===== src/rtl/fpx_pkg.sv =====
package fpx_pkg;
   // Instruction fields
   localparam int          OPC_MSB = 31;
   localparam int          OPC_LSB = 26;
   localparam int          FN_MSB  = 15;
   localparam int          FN_LSB  = 5;
   localparam int          FW_MSB  = 25;
   localparam int          SWC_BIT = 10;
   localparam logic [5:0]  OPC_FLT_INDEP = 6'h17;
   localparam logic [5:0]  OPC_IEEE      = 6'h16;
   localparam logic [5:0]  OPC_LEGACY    = 6'h15;
   localparam logic [5:0]  OPC_FIRMWARE  = 6'h00;
   localparam logic [5:0]  OPC_MISC      = 6'h18;
   localparam logic [5:0]  OPC_INT_LOGIC = 6'h11;
   localparam logic [10:0] FN_SIGN_COPY     = 11'h020;
   localparam logic [10:0] FN_NEG_SIGN_COPY = 11'h021;
   localparam logic [10:0] FN_SIGN_EXP_COPY = 11'h022;
   localparam logic [10:0] FN_CTRL_WRITE    = 11'h024;
   localparam logic [10:0] FN_CTRL_READ     = 11'h025;
   localparam logic [10:0] FN_LONG_TO_QUAD  = 11'h010;
   localparam logic [10:0] FN_QTOL_NONE     = 11'h030;
   localparam logic [10:0] FN_QTOL_V        = 11'h130;
   localparam logic [10:0] FN_QTOL_SV       = 11'h530;
   localparam logic [10:0] FN_FCMOV_EQ      = 11'h02A;
   localparam logic [10:0] FN_FCMOV_LT      = 11'h02C;
   localparam logic [10:0] FN_FCMOV_GE      = 11'h02D;
   localparam logic [10:0] FN_FCMOV_LE      = 11'h02E;
   localparam logic [10:0] FN_FCMOV_GT      = 11'h02F;
   localparam logic [10:0] FN_ARCH_MASK     = 11'h061;
   localparam logic [5:0]  SUB_ADD_S  = 6'h00;
   localparam logic [5:0]  SUB_SUB_S  = 6'h01;
   localparam logic [5:0]  SUB_ADD_T  = 6'h20;
   localparam logic [5:0]  SUB_SUB_T  = 6'h21;
   localparam logic [5:0]  SUB_ROOT_S = 6'h0B;
   localparam logic [5:0]  SUB_ROOT_T = 6'h2B;
   localparam logic [5:0]  SUB_ROOT_F = 6'h0A;
   localparam logic [5:0]  SUB_ROOT_G = 6'h2A;
   localparam logic [25:0] FW_HALT   = 26'h0000000;
   localparam logic [25:0] FW_DRAIN_ABORTS_CALL = 26'h0000002;
   localparam logic [25:0] FW_IMB    = 26'h0000086;
   localparam logic [15:0] MISC_TRAP_BARRIER = 16'h0000;
   localparam int          ARCH_PRECISE_BIT  = 9;
   // Exception order in every 5-bit vector
   localparam int NUM_EXC = 5;
   localparam int EXC_INV = 0;
   localparam int EXC_DZE = 1;
   localparam int EXC_OVF = 2;
   localparam int EXC_UNF = 3;
   localparam int EXC_INE = 4;
   localparam int SUM_DENORM = 5;
   // fp_control_register layout
   localparam int CTL_DNZ      = 0;
   localparam int CTL_UNDERFLOW_TO_ZERO_BIT     = 1;
   localparam int CTL_DIS_LSB  = 2;
   localparam int CTL_STAT_LSB = 8;
   localparam logic [31:0] CTL_RESET = 32'h0000_0000;
   localparam logic [31:0] CTL_WMASK = 32'h0000_1F7F;
   // APB map
   localparam int         ADDR_W         = 8;
   localparam logic [7:0] ADDR_CTRL      = 8'h00;
   localparam logic [7:0] ADDR_EXCEPTION_SUMMARY_REGISTER   = 8'h04;
   localparam logic [7:0] ADDR_IRQ_STAT  = 8'h08;
   localparam logic [7:0] ADDR_IRQ_MASK  = 8'h0C;
   localparam logic [7:0] ADDR_ARCH_MASK = 8'h10;
   localparam int IRQ_W      = 3;
   localparam int IRQ_ARITH  = 0;
   localparam int IRQ_DENORM = 1;
   localparam int IRQ_HALT   = 2;
   // Double-format fields
   localparam int EXP_MSB   = 62;
   localparam int EXP_LSB   = 52;
   localparam int FRAC_MSB  = 51;
   localparam int QUIET_BIT = 51;
   localparam int SIGN_BIT  = 63;
   localparam logic [63:0] CANON_QNAN = 64'h7FF8_0000_0000_0000;
   localparam logic [62:0] INF_MAG    = 63'h7FF0_0000_0000_0000;
   localparam logic [62:0] MAX_MAG    = 63'h7FEF_FFFF_FFFF_FFFF;
   localparam logic [63:0] QUIET_MASK = 64'h0008_0000_0000_0000;
   localparam logic [63:0] POS_ZERO   = 64'h0000_0000_0000_0000;

   typedef struct packed {
      logic valid;
      logic flt_indep;
      logic sign_copy;
      logic ctrl_write;
      logic ctrl_read;
      logic fcmov;
      logic cvt;
      logic arith;
      logic sqrt_hw;
      logic swc;
      logic halt;
      logic drain_aborts_call;
      logic instruction_memory_barrier_call;
      logic priv_fault;
      logic issue_drop;
      logic arch_mask;
   } fpx_decode_t;

   typedef struct packed {
      logic        valid;
      logic        arith;
      logic        add_sub;
      logic        subtract;
      logic        swc;
      logic        ctrl_write;
      logic        halt;
      logic        ovf_to_max;
      logic [4:0]  trap_en;
      logic [4:0]  dp_exc;
      logic [63:0] op_a;
      logic [63:0] op_b;
      logic [63:0] dp_result;
      logic [31:0] ctrl_wdata;
   } fpx_retire_t;

   typedef struct packed {
      logic        valid;
      logic        trap;
      logic        denorm_trap;
      logic [4:0]  trap_exc;
      logic [63:0] value;
   } fpx_result_t;
endpackage


===== src/rtl/fpx_unit.sv =====
// Contract
// - Opcode 17 hex, 11-bit function selects operation
// - Function 020 sign copy, 024/025 control write/read
// - Firmware calls: halt privileged, barrier unprivileged
// - Precise exceptions, mask bit 9, barriers dropped
// - NaNs propagate; canonical quiet NaN when none
// - Hardware square root, four formats
// - Zero-denormal bit plus completion: no denormal trap
// - Zero-denormal bit clear: unmaskable denormal trap
// - Copies, moves, control moves never trap
// - Disable bit plus completion suppresses trap
// - Substitute: signed infinity, largest finite, quiet NaN
// - Underflow writes positive zero, never denormal
// - Every exception sets its sticky status bit
// - Status cleared only by control write
// - Enabled, undisabled trap recorded in summary
// - Input-operand trap beats result trap
// - Add/subtract special inputs give fixed results; code does so only with completion
//
// The APB slave port and the register addresses were left to the implementer.
`timescale 1ns/100ps
module fpx_unit (
   input  wire logic                      pclk,        // Core clock
   input  wire logic                      presetn,     // Async reset, active low
   input  wire logic                      psel,        // APB select
   input  wire logic                      penable,     // APB access phase
   input  wire logic                      pwrite,      // APB direction
   input  wire logic [31:0]               paddr,       // APB byte address
   input  wire logic [31:0]               pwdata,      // APB write data
   output logic      [31:0]               prdata,      // APB read data
   output logic                           pready,      // APB ready
   output logic                           pslverr,     // APB error
   output logic                           irq,         // Level interrupt
   input  wire logic                      issue_valid, // Instruction offered
   input  wire logic [31:0]               issue_instr, // Instruction word
   input  wire logic                      kernel_mode, // Privileged context
   output fpx_pkg::fpx_decode_t           dec,         // Registered decode
   input  wire fpx_pkg::fpx_retire_t      ret,         // Retiring instruction
   output fpx_pkg::fpx_result_t           res,         // Registered result
   output logic      [31:0]               ctrl_value   // Control register copy
);
   // Decode
   logic [5:0]  opc;
   logic [10:0] fn;
   logic [25:0] fw_fn;
   logic        is_indep;
   logic        is_fp_arith;
   logic        d_sign_copy;
   logic        d_fcmov;
   logic        d_cvt;
   logic        d_sqrt;
   logic        d_halt;
   logic        d_fw;
   fpx_pkg::fpx_decode_t dec_d;
   fpx_pkg::fpx_decode_t dec_q;

   assign opc      = issue_instr[fpx_pkg::OPC_MSB:fpx_pkg::OPC_LSB];
   assign fn       = issue_instr[fpx_pkg::FN_MSB:fpx_pkg::FN_LSB];
   assign fw_fn    = issue_instr[fpx_pkg::FW_MSB:0];
   assign is_indep = (opc == fpx_pkg::OPC_FLT_INDEP);
   assign is_fp_arith = (opc == fpx_pkg::OPC_IEEE) || (opc == fpx_pkg::OPC_LEGACY);
   assign d_sign_copy = is_indep && ((fn == fpx_pkg::FN_SIGN_COPY)
                        || (fn == fpx_pkg::FN_NEG_SIGN_COPY)
                        || (fn == fpx_pkg::FN_SIGN_EXP_COPY));
   assign d_fcmov = is_indep && ((fn == fpx_pkg::FN_FCMOV_EQ) || (fn == fpx_pkg::FN_FCMOV_LT)
                    || (fn == fpx_pkg::FN_FCMOV_GE) || (fn == fpx_pkg::FN_FCMOV_LE)
                    || (fn == fpx_pkg::FN_FCMOV_GT));
   assign d_cvt = is_indep && ((fn == fpx_pkg::FN_LONG_TO_QUAD) || (fn == fpx_pkg::FN_QTOL_NONE)
                  || (fn == fpx_pkg::FN_QTOL_V) || (fn == fpx_pkg::FN_QTOL_SV));
   assign d_sqrt = ((opc == fpx_pkg::OPC_IEEE) && ((fn[5:0] == fpx_pkg::SUB_ROOT_S)
                   || (fn[5:0] == fpx_pkg::SUB_ROOT_T)))
                   || ((opc == fpx_pkg::OPC_LEGACY) && ((fn[5:0] == fpx_pkg::SUB_ROOT_F)
                   || (fn[5:0] == fpx_pkg::SUB_ROOT_G)));
   assign d_fw   = (opc == fpx_pkg::OPC_FIRMWARE);
   assign d_halt = d_fw && (fw_fn == fpx_pkg::FW_HALT);

   always_comb begin
      dec_d            = '0;
      dec_d.valid      = issue_valid;
      dec_d.flt_indep  = is_indep;
      dec_d.sign_copy  = d_sign_copy;
      dec_d.ctrl_write = is_indep && (fn == fpx_pkg::FN_CTRL_WRITE);
      dec_d.ctrl_read  = is_indep && (fn == fpx_pkg::FN_CTRL_READ);
      dec_d.fcmov      = d_fcmov;
      dec_d.cvt        = d_cvt;
      dec_d.arith      = is_fp_arith;
      dec_d.sqrt_hw    = d_sqrt;
      dec_d.swc        = is_fp_arith && fn[fpx_pkg::SWC_BIT];
      dec_d.halt       = d_halt;
      dec_d.drain_aborts_call     = d_fw && (fw_fn == fpx_pkg::FW_DRAIN_ABORTS_CALL);
      dec_d.instruction_memory_barrier_call        = d_fw && (fw_fn == fpx_pkg::FW_IMB);
      dec_d.priv_fault = d_halt && !kernel_mode;
      dec_d.issue_drop = (opc == fpx_pkg::OPC_MISC)
                         && (issue_instr[15:0] == fpx_pkg::MISC_TRAP_BARRIER);
      dec_d.arch_mask  = (opc == fpx_pkg::OPC_INT_LOGIC) && (fn == fpx_pkg::FN_ARCH_MASK);
   end

   always_ff @(posedge pclk or negedge presetn) begin
      if (!presetn) begin
         dec_q <= '0;
      end else begin
         dec_q <= dec_d;
      end
   end
   assign dec = dec_q;

   // Operand classes
   logic a_maxe, b_maxe, a_fnz, b_fnz, a_nan, b_nan, a_snan, b_snan;
   logic a_inf, b_inf, a_den, b_den;
   assign a_maxe = &ret.op_a[fpx_pkg::EXP_MSB:fpx_pkg::EXP_LSB];
   assign b_maxe = &ret.op_b[fpx_pkg::EXP_MSB:fpx_pkg::EXP_LSB];
   assign a_fnz  = |ret.op_a[fpx_pkg::FRAC_MSB:0];
   assign b_fnz  = |ret.op_b[fpx_pkg::FRAC_MSB:0];
   assign a_nan  = a_maxe && a_fnz;
   assign b_nan  = b_maxe && b_fnz;
   assign a_snan = a_nan && !ret.op_a[fpx_pkg::QUIET_BIT];
   assign b_snan = b_nan && !ret.op_b[fpx_pkg::QUIET_BIT];
   assign a_inf  = a_maxe && !a_fnz;
   assign b_inf  = b_maxe && !b_fnz;
   assign a_den  = !(|ret.op_a[fpx_pkg::EXP_MSB:fpx_pkg::EXP_LSB]) && a_fnz;
   assign b_den  = !(|ret.op_b[fpx_pkg::EXP_MSB:fpx_pkg::EXP_LSB]) && b_fnz;

   // Control register and exception policy
   logic [31:0] ctrl_q, ctrl_d;
   logic [5:0]  sum_q, sum_d;
   logic [4:0]  dis_bits, dis_eff, exc, trap_exc, spec_exc, stat_bits;
   logic        retire, denormals_to_zero_bit, eff_sub, any_snan, any_nan, inf_inf, any_inf, special;
   logic        den_trap;
   logic [63:0] nan_src, inf_res, spec_val, sub_val, res_val;
   fpx_pkg::fpx_result_t res_q;

   assign retire   = ret.valid;
   assign denormals_to_zero_bit      = ctrl_q[fpx_pkg::CTL_DNZ];
   assign dis_bits = ctrl_q[fpx_pkg::CTL_DIS_LSB +: fpx_pkg::NUM_EXC];
   assign stat_bits = ctrl_q[fpx_pkg::CTL_STAT_LSB +: fpx_pkg::NUM_EXC];
   assign dis_eff  = ret.swc ? dis_bits : '0;
   assign eff_sub  = ret.op_a[fpx_pkg::SIGN_BIT] ^ ret.op_b[fpx_pkg::SIGN_BIT] ^ ret.subtract;
   assign any_snan = a_snan || b_snan;
   assign any_nan  = a_nan || b_nan;
   assign inf_inf  = a_inf && b_inf && eff_sub;
   assign any_inf  = a_inf || b_inf;
   assign special  = ret.arith && ret.add_sub && ret.swc && (any_nan || any_inf);
   assign nan_src  = a_nan ? ret.op_a : ret.op_b;
   assign inf_res  = a_inf ? ret.op_a
                   : {ret.op_b[fpx_pkg::SIGN_BIT] ^ ret.subtract, ret.op_b[62:0]};
   assign spec_val = any_nan ? (nan_src | fpx_pkg::QUIET_MASK)
                   : inf_inf ? fpx_pkg::CANON_QNAN : inf_res;
   assign spec_exc = (any_snan || (!any_nan && inf_inf)) ? 5'h01 : 5'h00;
   assign exc      = !ret.arith ? '0 : (special ? spec_exc : ret.dp_exc);
   // Denormal input trap ignores every disable bit
   assign den_trap = ret.arith && (a_den || b_den) && !(denormals_to_zero_bit && ret.swc);
   assign trap_exc = den_trap ? '0 : (exc & ret.trap_en & ~dis_eff);

   // Nontrapping substitutes; underflow flushes even when it traps
   always_comb begin
      if (exc[fpx_pkg::EXC_UNF]) begin
         sub_val = fpx_pkg::POS_ZERO;
      end else if (exc[fpx_pkg::EXC_INV] && dis_eff[fpx_pkg::EXC_INV]) begin
         sub_val = fpx_pkg::CANON_QNAN;
      end else if (exc[fpx_pkg::EXC_DZE] && dis_eff[fpx_pkg::EXC_DZE]) begin
         sub_val = {ret.dp_result[fpx_pkg::SIGN_BIT], fpx_pkg::INF_MAG};
      end else if (exc[fpx_pkg::EXC_OVF] && dis_eff[fpx_pkg::EXC_OVF]) begin
         sub_val = {ret.dp_result[fpx_pkg::SIGN_BIT],
                    ret.ovf_to_max ? fpx_pkg::MAX_MAG : fpx_pkg::INF_MAG};
      end else begin
         sub_val   = ret.dp_result;
      end
   end
   assign res_val = special ? spec_val : sub_val;

   always_ff @(posedge pclk or negedge presetn) begin
      if (!presetn) begin
         res_q <= '0;
      end else begin
         res_q.valid       <= retire;
         res_q.trap        <= retire && (den_trap || (|trap_exc));
         res_q.denorm_trap <= retire && den_trap;
         res_q.trap_exc    <= retire ? trap_exc : '0;
         if (retire) begin
            res_q.value <= res_val;
         end
      end
   end
   assign res = res_q;

   // APB slave: one access cycle, data latched in the setup cycle
   logic        setup_ph, wr_acc, rd_acc;
   logic        sel_ctrl, sel_sum, sel_istat, sel_imask, sel_arch, mapped;
   logic [31:0] rd_val, prdata_q;
   logic        perr_q;
   logic [2:0]  istat_q, istat_d, imask_q, irq_evt, rd_clr;
   logic [7:0]  addr;

   assign addr      = paddr[fpx_pkg::ADDR_W-1:0];
   assign setup_ph  = psel && !penable;
   assign wr_acc    = psel && penable && pwrite;
   assign rd_acc    = psel && penable && !pwrite;
   assign sel_ctrl  = (paddr[31:fpx_pkg::ADDR_W] == '0) && (addr == fpx_pkg::ADDR_CTRL);
   assign sel_sum   = (paddr[31:fpx_pkg::ADDR_W] == '0) && (addr == fpx_pkg::ADDR_EXCEPTION_SUMMARY_REGISTER);
   assign sel_istat = (paddr[31:fpx_pkg::ADDR_W] == '0) && (addr == fpx_pkg::ADDR_IRQ_STAT);
   assign sel_imask = (paddr[31:fpx_pkg::ADDR_W] == '0) && (addr == fpx_pkg::ADDR_IRQ_MASK);
   assign sel_arch  = (paddr[31:fpx_pkg::ADDR_W] == '0) && (addr == fpx_pkg::ADDR_ARCH_MASK);
   assign mapped    = sel_ctrl || sel_sum || sel_istat || sel_imask || sel_arch;
   assign rd_val    = sel_ctrl  ? ctrl_q
                    : sel_sum   ? {26'h0, sum_q}
                    : sel_istat ? {29'h0, istat_q}
                    : sel_imask ? {29'h0, imask_q}
                    : sel_arch  ? (32'h1 << fpx_pkg::ARCH_PRECISE_BIT) : 32'h0;

   always_ff @(posedge pclk or negedge presetn) begin
      if (!presetn) begin
         prdata_q <= '0;
         perr_q   <= 1'b0;
      end else if (setup_ph) begin
         prdata_q <= pwrite ? 32'h0 : rd_val;
         perr_q   <= !mapped;
      end
   end
   assign prdata  = prdata_q;
   assign pslverr = penable && perr_q;
   assign pready  = penable;

   // Status bits change only by control writes or by retiring exceptions
   always_comb begin
      ctrl_d = ctrl_q;
      if (wr_acc && sel_ctrl) begin
         ctrl_d = pwdata & fpx_pkg::CTL_WMASK;
      end
      if (retire && ret.ctrl_write) begin
         ctrl_d = ret.ctrl_wdata & fpx_pkg::CTL_WMASK;
      end
      if (retire) begin
         ctrl_d[fpx_pkg::CTL_STAT_LSB +: fpx_pkg::NUM_EXC] =
            ctrl_d[fpx_pkg::CTL_STAT_LSB +: fpx_pkg::NUM_EXC] | exc;
      end
   end

   // Summary is write-one-to-clear; a new trap wins over the clear
   assign sum_d = ((wr_acc && sel_sum) ? (sum_q & ~pwdata[5:0]) : sum_q)
                  | (retire ? {den_trap, trap_exc} : 6'h00);
   assign irq_evt = {retire && ret.halt, retire && den_trap, retire && (|trap_exc)};
   // Only bits already shown to the reader are cleared
   assign rd_clr  = (rd_acc && sel_istat) ? prdata_q[2:0] : 3'h0;
   assign istat_d = (istat_q & ~rd_clr) | irq_evt;

   always_ff @(posedge pclk or negedge presetn) begin
      if (!presetn) begin
         ctrl_q  <= fpx_pkg::CTL_RESET;
         sum_q   <= '0;
         istat_q <= '0;
         imask_q <= '0;
      end else begin
         ctrl_q  <= ctrl_d;
         sum_q   <= sum_d;
         istat_q <= istat_d;
         if (wr_acc && sel_imask) begin
            imask_q <= pwdata[2:0];
         end
      end
   end
   assign ctrl_value = ctrl_q;
   assign irq        = |(istat_q & imask_q);
endmodule // fpx_unit


===== config.mk =====
export PLATFORM = sky130hd
export DESIGN_NAME = fpx_unit
export DESIGN_NICKNAME = d
export VERILOG_FILES = /design/src/rtl/fpx_pkg.sv /design/src/rtl/fpx_unit.sv
export SDC_FILE = /design/constraint.sdc
export NUM_CORES = 1
export LEC_CHECK = 0
export ABC_AREA = 1
export BUFFER_PORTS_ARGS = -buffer_cell sky130_fd_sc_hd__buf_2
export CAP_MARGIN = 20
export CORE_AREA = 2 2 193 195
export DETAILED_ROUTE_END_ITERATION = 8
export DIE_AREA = 0 0 195 197
export PLACE_DENSITY = 0.6
export SLEW_MARGIN = 25
export SYNTH_ARGS = -nofsm -noshare
export SYNTH_HDL_FRONTEND = slang
export SYNTH_SLANG_ARGS = --single-unit

===== constraint.sdc =====
create_clock -name pclk -period 2.4 [get_ports pclk]
set_input_delay 0.36 -clock pclk [delete_from_list [all_inputs] [get_ports pclk]]
set_output_delay 0.36 -clock pclk [all_outputs]
set_load 0.01 [all_outputs]

Yosys cells after proc, flatten, opt, wreduce, memory -nomap -nowiden:

Index checks and enable logic that the tools add are counted.

* logic and storage cells: 203
* register bits: 165

* reductions and logical operators: 103
* bitwise logic cells: 14
* mux-type cells: 28
* equality and inequality tests: 30

Operator list (count)
* $mux W64: 7
* $mux W32: 4
* $mux W63: 2
* $eq A11 B6 Y1 const B: 11
* $reduce_or A52 Y1: 2
* $logic_and A1 B1 Y1: 53
* $mux W53: 1
* $mux W10: 4
* $eq A6 B5 Y1 const B: 5
* $mux W5: 6
* $eq A26 B2 Y1 const B: 1
* $eq A26 B8 Y1 const B: 1
* $logic_not A26 Y1: 1
* $logic_not A24 Y1: 1
* $logic_or A1 B1 Y1: 24
* $reduce_and A11 Y1: 2
* $reduce_or A11 Y1: 2
* $eq A8 B4 Y1 const B: 2
* $logic_not A16 Y1: 1
* $eq A6 B4 Y1 const B: 2
* $eq A6 B6 Y1 const B: 2
* $logic_not A1 Y1: 12
* $mux W6: 2
* $eq A11 B11 Y1 const B: 1
* other kinds (22): 26

Depth between registers and ports, before layout:

* depth after elaboration: 16
* gate-level depth with buffers: 16

Worst setup path after synthesis:

Ideal clock, no wire load.

* path type: input-to-reg
* from: input paddr[25]
* to: register ctrl_q[10] (netlist: ctrl_value[10])
* stages: 11
* setup slack: 646 ps
* arrival time: 1616 ps
* path buffers: 1
* path through: nor4_1 -> nand2_1 -> nor2_2 -> nand2_2 -> nor2_4 -> nand2_2 -> nand2_1 -> buf_4 -> nand2_1 -> o21ai_1 -> o211ai_1

* cells in the longest elaborated chain, start to end: 7

Ends and longest elaborated chain
* from (decl): RTL line fpx_unit.sv:28 `input wire logic [31:0] paddr,`
* $logic_not A24 Y1 (*): RTL line fpx_unit.sv:198 `assign sel_ctrl = (paddr[31:fpx_pkg::ADDR_W] == '0) && (addr == fpx_pkg::ADDR_CTRL);`
* $logic_and A1 B1 Y1 (*): RTL line fpx_unit.sv:198
* $logic_and A1 B1 Y1 (*): RTL line fpx_unit.sv:226 `if (wr_acc && sel_ctrl) begin`
* $mux W32 (*): RTL line fpx_unit.sv:226
* $mux W32 (*): RTL line fpx_unit.sv:229 `if (retire && ret.ctrl_write) begin`
* $or A5 B5 Y5: RTL line fpx_unit.sv:234 `ctrl_d[fpx_pkg::CTL_STAT_LSB +: fpx_pkg::NUM_EXC] | exc;`
* $mux W5 (*): RTL line fpx_unit.sv:232 `if (retire) begin`
* named net ctrl_d[10]: RTL line fpx_unit.sv:124 `logic [31:0] ctrl_q, ctrl_d;`
* to (signal assigned): RTL line fpx_unit.sv:248 `ctrl_q <= fpx_pkg::CTL_RESET;`
* to (signal assigned): RTL line fpx_unit.sv:253 `ctrl_q <= ctrl_d;`
* to (decl): RTL line fpx_unit.sv:124

The timed path passes the listed nets; every way through them passes the cells marked *. The select of a mux whose other input is x is not followed.
A chain may end at the register's enable or synchronous reset.

Worst setup path after layout:

* from: input ret[222] (netlist name)
* to: register res_q (netlist bit res[20])

* cells in the longest elaborated chain, start to end: 13
* elaborated cells on any way between the ends: 29
* those cells by class: 12 x mux; 17 x reduce/logical

Ends and longest elaborated chain
* from (decl): RTL line fpx_unit.sv:38 `input wire fpx_pkg::fpx_retire_t ret,`
* $reduce_and A11 Y1 (*): RTL line fpx_unit.sv:110 `assign a_maxe = &ret.op_a[fpx_pkg::EXP_MSB:fpx_pkg::EXP_LSB];`
* $logic_and A1 B1 Y1, on equally long branches: RTL line fpx_unit.sv:114, fpx_unit.sv:118
* $logic_or A1 B1 Y1, or another cell as far along: RTL line fpx_unit.sv:139 `assign any_nan = a_nan || b_nan;`
* $logic_or A1 B1 Y1, or another cell as far along: RTL line fpx_unit.sv:142 `assign special = ret.arith && ret.add_sub && ret.swc && (any_nan || any_inf);`
* $logic_and A1 B1 Y1, on equally long branches: RTL line fpx_unit.sv:142, fpx_unit.sv:148
* $mux W5 / $logic_or A1 B1 Y1 (equally long branches): RTL line fpx_unit.sv:149, fpx_unit.sv:148
* $mux W5 / $mux W1 (equally long branches): RTL line fpx_unit.sv:149, fpx_unit.sv:148
* $logic_and A1 B1 Y1 / $mux W5 (equally long branches): RTL line fpx_unit.sv:162, fpx_unit.sv:149
* $mux W63 / $mux W5 (equally long branches): RTL line fpx_unit.sv:162, fpx_unit.sv:149
* $mux W63 / $logic_and A1 B1 Y1 (equally long branches): RTL line fpx_unit.sv:160, fpx_unit.sv:158
* $mux W64: RTL line fpx_unit.sv:158 `end else if (exc[fpx_pkg::EXC_INV] && dis_eff[fpx_pkg::EXC_INV]) begin`
* $mux W64: RTL line fpx_unit.sv:156 `if (exc[fpx_pkg::EXC_UNF]) begin`
* $mux W64 (*): RTL line fpx_unit.sv:169 `assign res_val = special ? spec_val : sub_val;`
* to (decl): RTL line fpx_unit.sv:130 `fpx_pkg::fpx_result_t res_q;`

Every way passes the cells marked *; elsewhere a longest branch is shown, timed or not.

==> metrics.yaml <==
min_delay_path_depth: 1
core_region_area_um2: 36300
run_status: "completed"
postSynthAreaPerCell_um2: 6.30
period_needed_ns: 1.97
wl_per_cell_um: 17.6
synthesis.area_um2: 8900
drc_errors: 0
clkSlewWorstSetupHoldPaths_ns: 0.07
yosysWarningCount: 0
holdPathEnd: "dec[15]$_DFF_PN0_"
count_of_pins_over_their_slew_limit: 0
relSlewSlack_pct: 41.8
global_route.usage.total_pct: 20.7
post_synth_inst_count: 1413
post-synth-top-count-cell: "sky130_fd_sc_hd__nand2_1"
netlist.top_cell.by_area: "sky130_fd_sc_hd__dfrtp_1"
synthTopCellsByArea: "sky130_fd_sc_hd__dfrtp_1, sky130_fd_sc_hd__nand2_1, sky130_fd_sc_hd__a21oi_1"
initial_utilization_pct: 24.6
floorplan.io_pins: 500
totalNegativeSetupSlack_ns: 0
worstRegToRegCells: 9
numCtsBuffers: 17
cp-start-kind: "input port"
max_clock_freq_mhz: 508
finalWeightedCongestion: 0.919
cts_setup_buffers: 0
route.vias.total: 10900
p_leak_nw: 6.70
detailedRoute.firstPassIterationCount: 7
synth_seq_area_share_pct: 35.4
cts.sink_count: 126
area_growth_pct: 38.0
via_count_of_the_first_global_routing_pass: 10400
worst_slew_pin_slew_ns: 0.870
htreeDepth: 4
postRouteWirelength_um: 40700
hold_start: "issue_valid"
routed_via_density: 4.72
die-height_um: 197
required_time_at_the_endpoint_of_the_critical_path_ns: 2.77
synth_top_area_share_pct: 35.4
iter_0_drt_violations: 755
post-route-period-util_pct: 82.0
io_buffer_count: 439
tritoncts: "yes"
dpl.hpwl_um: 31700
vdd_ir_drop_max_uv: 480
power_density_nw_per_um2: 522
end_kind: "register"
min_path_type: "input port to register"
grt_setup_unrepaired: "no"
hold-worst-slack_ns: 0.0410
worstSkewPairLatency_ns: 0.44
cts.path.max_buffers: 2
number_of_antenna_violations_at_the_first_check_in_global_routing: 17
fp.dieArea_um2: 38400
timing_hold_violations_final: 0
synth_cell_types: 40
number_of_synthesized_flops_with_an_enable_pin: 0
grt_start_max_net_pins: 67
cts_hold_buffers: 1
final_number_of_setup_violating_endpoints: 0
synthArstFlopShare_pct: 100
worst-r2r-setup-slack_ns: 0.60
worstReg2RegStart: "ctrl_value[4]$_DFFE_PN0P_"
die_width_um: 195
core.rowCount: 70
total_number_of_nets_in_the_final_design: 2171
r2r_end: "res[20]$_DFFE_PN0P_"
timing_worst_setup_path_type: "input port to register"
grt_remaining_overflow: 0
max_cap_viol_count: 0
cts-root-buf: "sky130_fd_sc_hd__clkbuf_16"
detail-route-antenna-nets: 0
critPathMaxFanout: 41
ys_ff_latch: 126
arrival_ns: 2.33
global_route_wire_length_before_repair_um: 60500
ctsResizeCount: 0
synth-main-ff-cell: "sky130_fd_sc_hd__dfrtp_1"
final_layout_size_suffix_gt1_share_pct: 29.6
fin_worst_skew_ns: 0.0152
synth_top_cells_by_count: "sky130_fd_sc_hd__nand2_1, sky130_fd_sc_hd__nor2_1, sky130_fd_sc_hd__a21oi_1"
[critical path, cell delays in order]
cell	delay, ns
sky130_fd_sc_hd__buf_2	0.12
sky130_fd_sc_hd__and3_1	0.17
sky130_fd_sc_hd__nand2_1	0.18
sky130_fd_sc_hd__nand2_1	0.20
sky130_fd_sc_hd__nand2_4	0.17
sky130_fd_sc_hd__inv_2	0.10
sky130_fd_sc_hd__a21oi_2	0.18
sky130_fd_sc_hd__nand2_2	0.11
sky130_fd_sc_hd__buf_12	0.19
sky130_fd_sc_hd__a21oi_1	0.27
sky130_fd_sc_hd__nand2_1	0.10
sky130_fd_sc_hd__a21oi_1	0.16
[where the power goes]
part	internal, mW	total, mW	switching, mW
Sequential	2.29	2.41	0.113
Clock	1.46	2.62	1.16
Combinational	0.563	1.38	0.822
Total	4.31	6.41	2.10
[worst max-delay path by stage]
stage	cells past startpoint	start	slack, ns	to
after CTS	14	ret[110]	0.50	res[0]$_DFFE_PN0P_
after global routing	16	ret[194]	0.28	res[10]$_DFFE_PN0P_
after global placement	15	ret[184]	0.02	res[70]$_DFF_PN0_
final	12	ret[222]	0.43	res[20]$_DFFE_PN0P_
after floorplan	11	paddr[25]	0.65	ctrl_value[10]$_DFF_PN0_
after detailed placement	12	ret[222]	0.04	res[20]$_DFFE_PN0P_
[registers in the layout, summed over array words and instances (netlist names)]
signal      flops
prdata         13
dec            16
sum_q           6
res            72
imask_q         3
istat_q         3
ctrl_value     12
perr_q          1
[cell families (layout without fill, tap and decap cells)]
family / after synthesis / count (layout) / share of synthesized area [%]
simple gates: 849 / 849 / 39.1
other cells: 1 / 31 / 0.0421
buf+inv: 191 / 598 / 10.8
compound gates: 246 / 246 / 14.6
flops: 126 / 126 / 35.4
[stage by stage]
stage               cell area, um^2  power (mW)  setup WS, ns  std cells  util, %
floorplan                      8970        3.07         0.646       1432        -
global placement              11700        3.82        0.0224       2274     32.2
detailed placement            11700        3.83        0.0400       2274     32.2
CTS                           12300        6.49         0.502       2307     33.8
global route                  12300        6.75         0.280       2316     33.9
finish                        12300        6.41         0.431       2318     33.9
[final cells by class]
type | instances | area (um^2)
diodes | 11 | 27.5
repair buffers | 490 | 2790
clock buffers | 17 | 425
fillers | 3994 | 24000
multi-input cells | 1115 | 4870
flip-flops and latches | 126 | 3150
inverters | 76 | 285
clock inverters | 15 | 150
well taps | 468 | 586
[layer usage]
| metal | vias up | part of all wire [%] | global-route usage, % | wire, um |
|---|---|---|---|---|
| li1 | 5352 | - | - | - |
| met1 | 5010 | 41 | 25.2 | 16600 |
| met2 | 510 | 48 | 34.9 | 19600 |
| met3 | 55 | 8.1 | 5.39 | 3300 |
| met4 | 10 | 2.9 | 8.34 | 1170 |
| met5 | - | 0.15 | 0 | 62 |
[cells in the final DEF (no fill, tap or decap), types with 2 or more instances in the layout]
| master | count |
|---|---|
| sky130_fd_sc_hd__nand2_1 | 507 |
| sky130_fd_sc_hd__buf_2 | 438 |
| sky130_fd_sc_hd__nor2_1 | 181 |
| sky130_fd_sc_hd__a21oi_1 | 178 |
| sky130_fd_sc_hd__dfrtp_1 | 126 |
| sky130_fd_sc_hd__nand3_1 | 80 |
| sky130_fd_sc_hd__inv_1 | 67 |
| sky130_fd_sc_hd__o21ai_0 | 43 |
| sky130_fd_sc_hd__buf_4 | 34 |
| sky130_fd_sc_hd__nor3_1 | 31 |
| sky130_fd_sc_hd__conb_1 | 20 |
| sky130_fd_sc_hd__clkbuf_16 | 17 |
| sky130_fd_sc_hd__buf_12 | 16 |
| sky130_fd_sc_hd__nor4_1 | 15 |
| sky130_fd_sc_hd__nand4_1 | 14 |
| sky130_fd_sc_hd__diode_2 | 11 |
| sky130_fd_sc_hd__inv_2 | 7 |
| sky130_fd_sc_hd__nand2_2 | 7 |
| sky130_fd_sc_hd__o211ai_1 | 6 |
| sky130_fd_sc_hd__a32o_1 | 5 |
| sky130_fd_sc_hd__inv_6 | 5 |
| sky130_fd_sc_hd__o21ai_1 | 4 |
| sky130_fd_sc_hd__a21boi_0 | 3 |
| sky130_fd_sc_hd__a22o_1 | 3 |
| sky130_fd_sc_hd__nor2_2 | 3 |
| sky130_fd_sc_hd__clkinv_4 | 3 |
| sky130_fd_sc_hd__clkinvlp_4 | 3 |
| sky130_fd_sc_hd__clkinv_1 | 2 |
| sky130_fd_sc_hd__inv_8 | 2 |
Note: power is estimated with default switching activity, not from simulation.
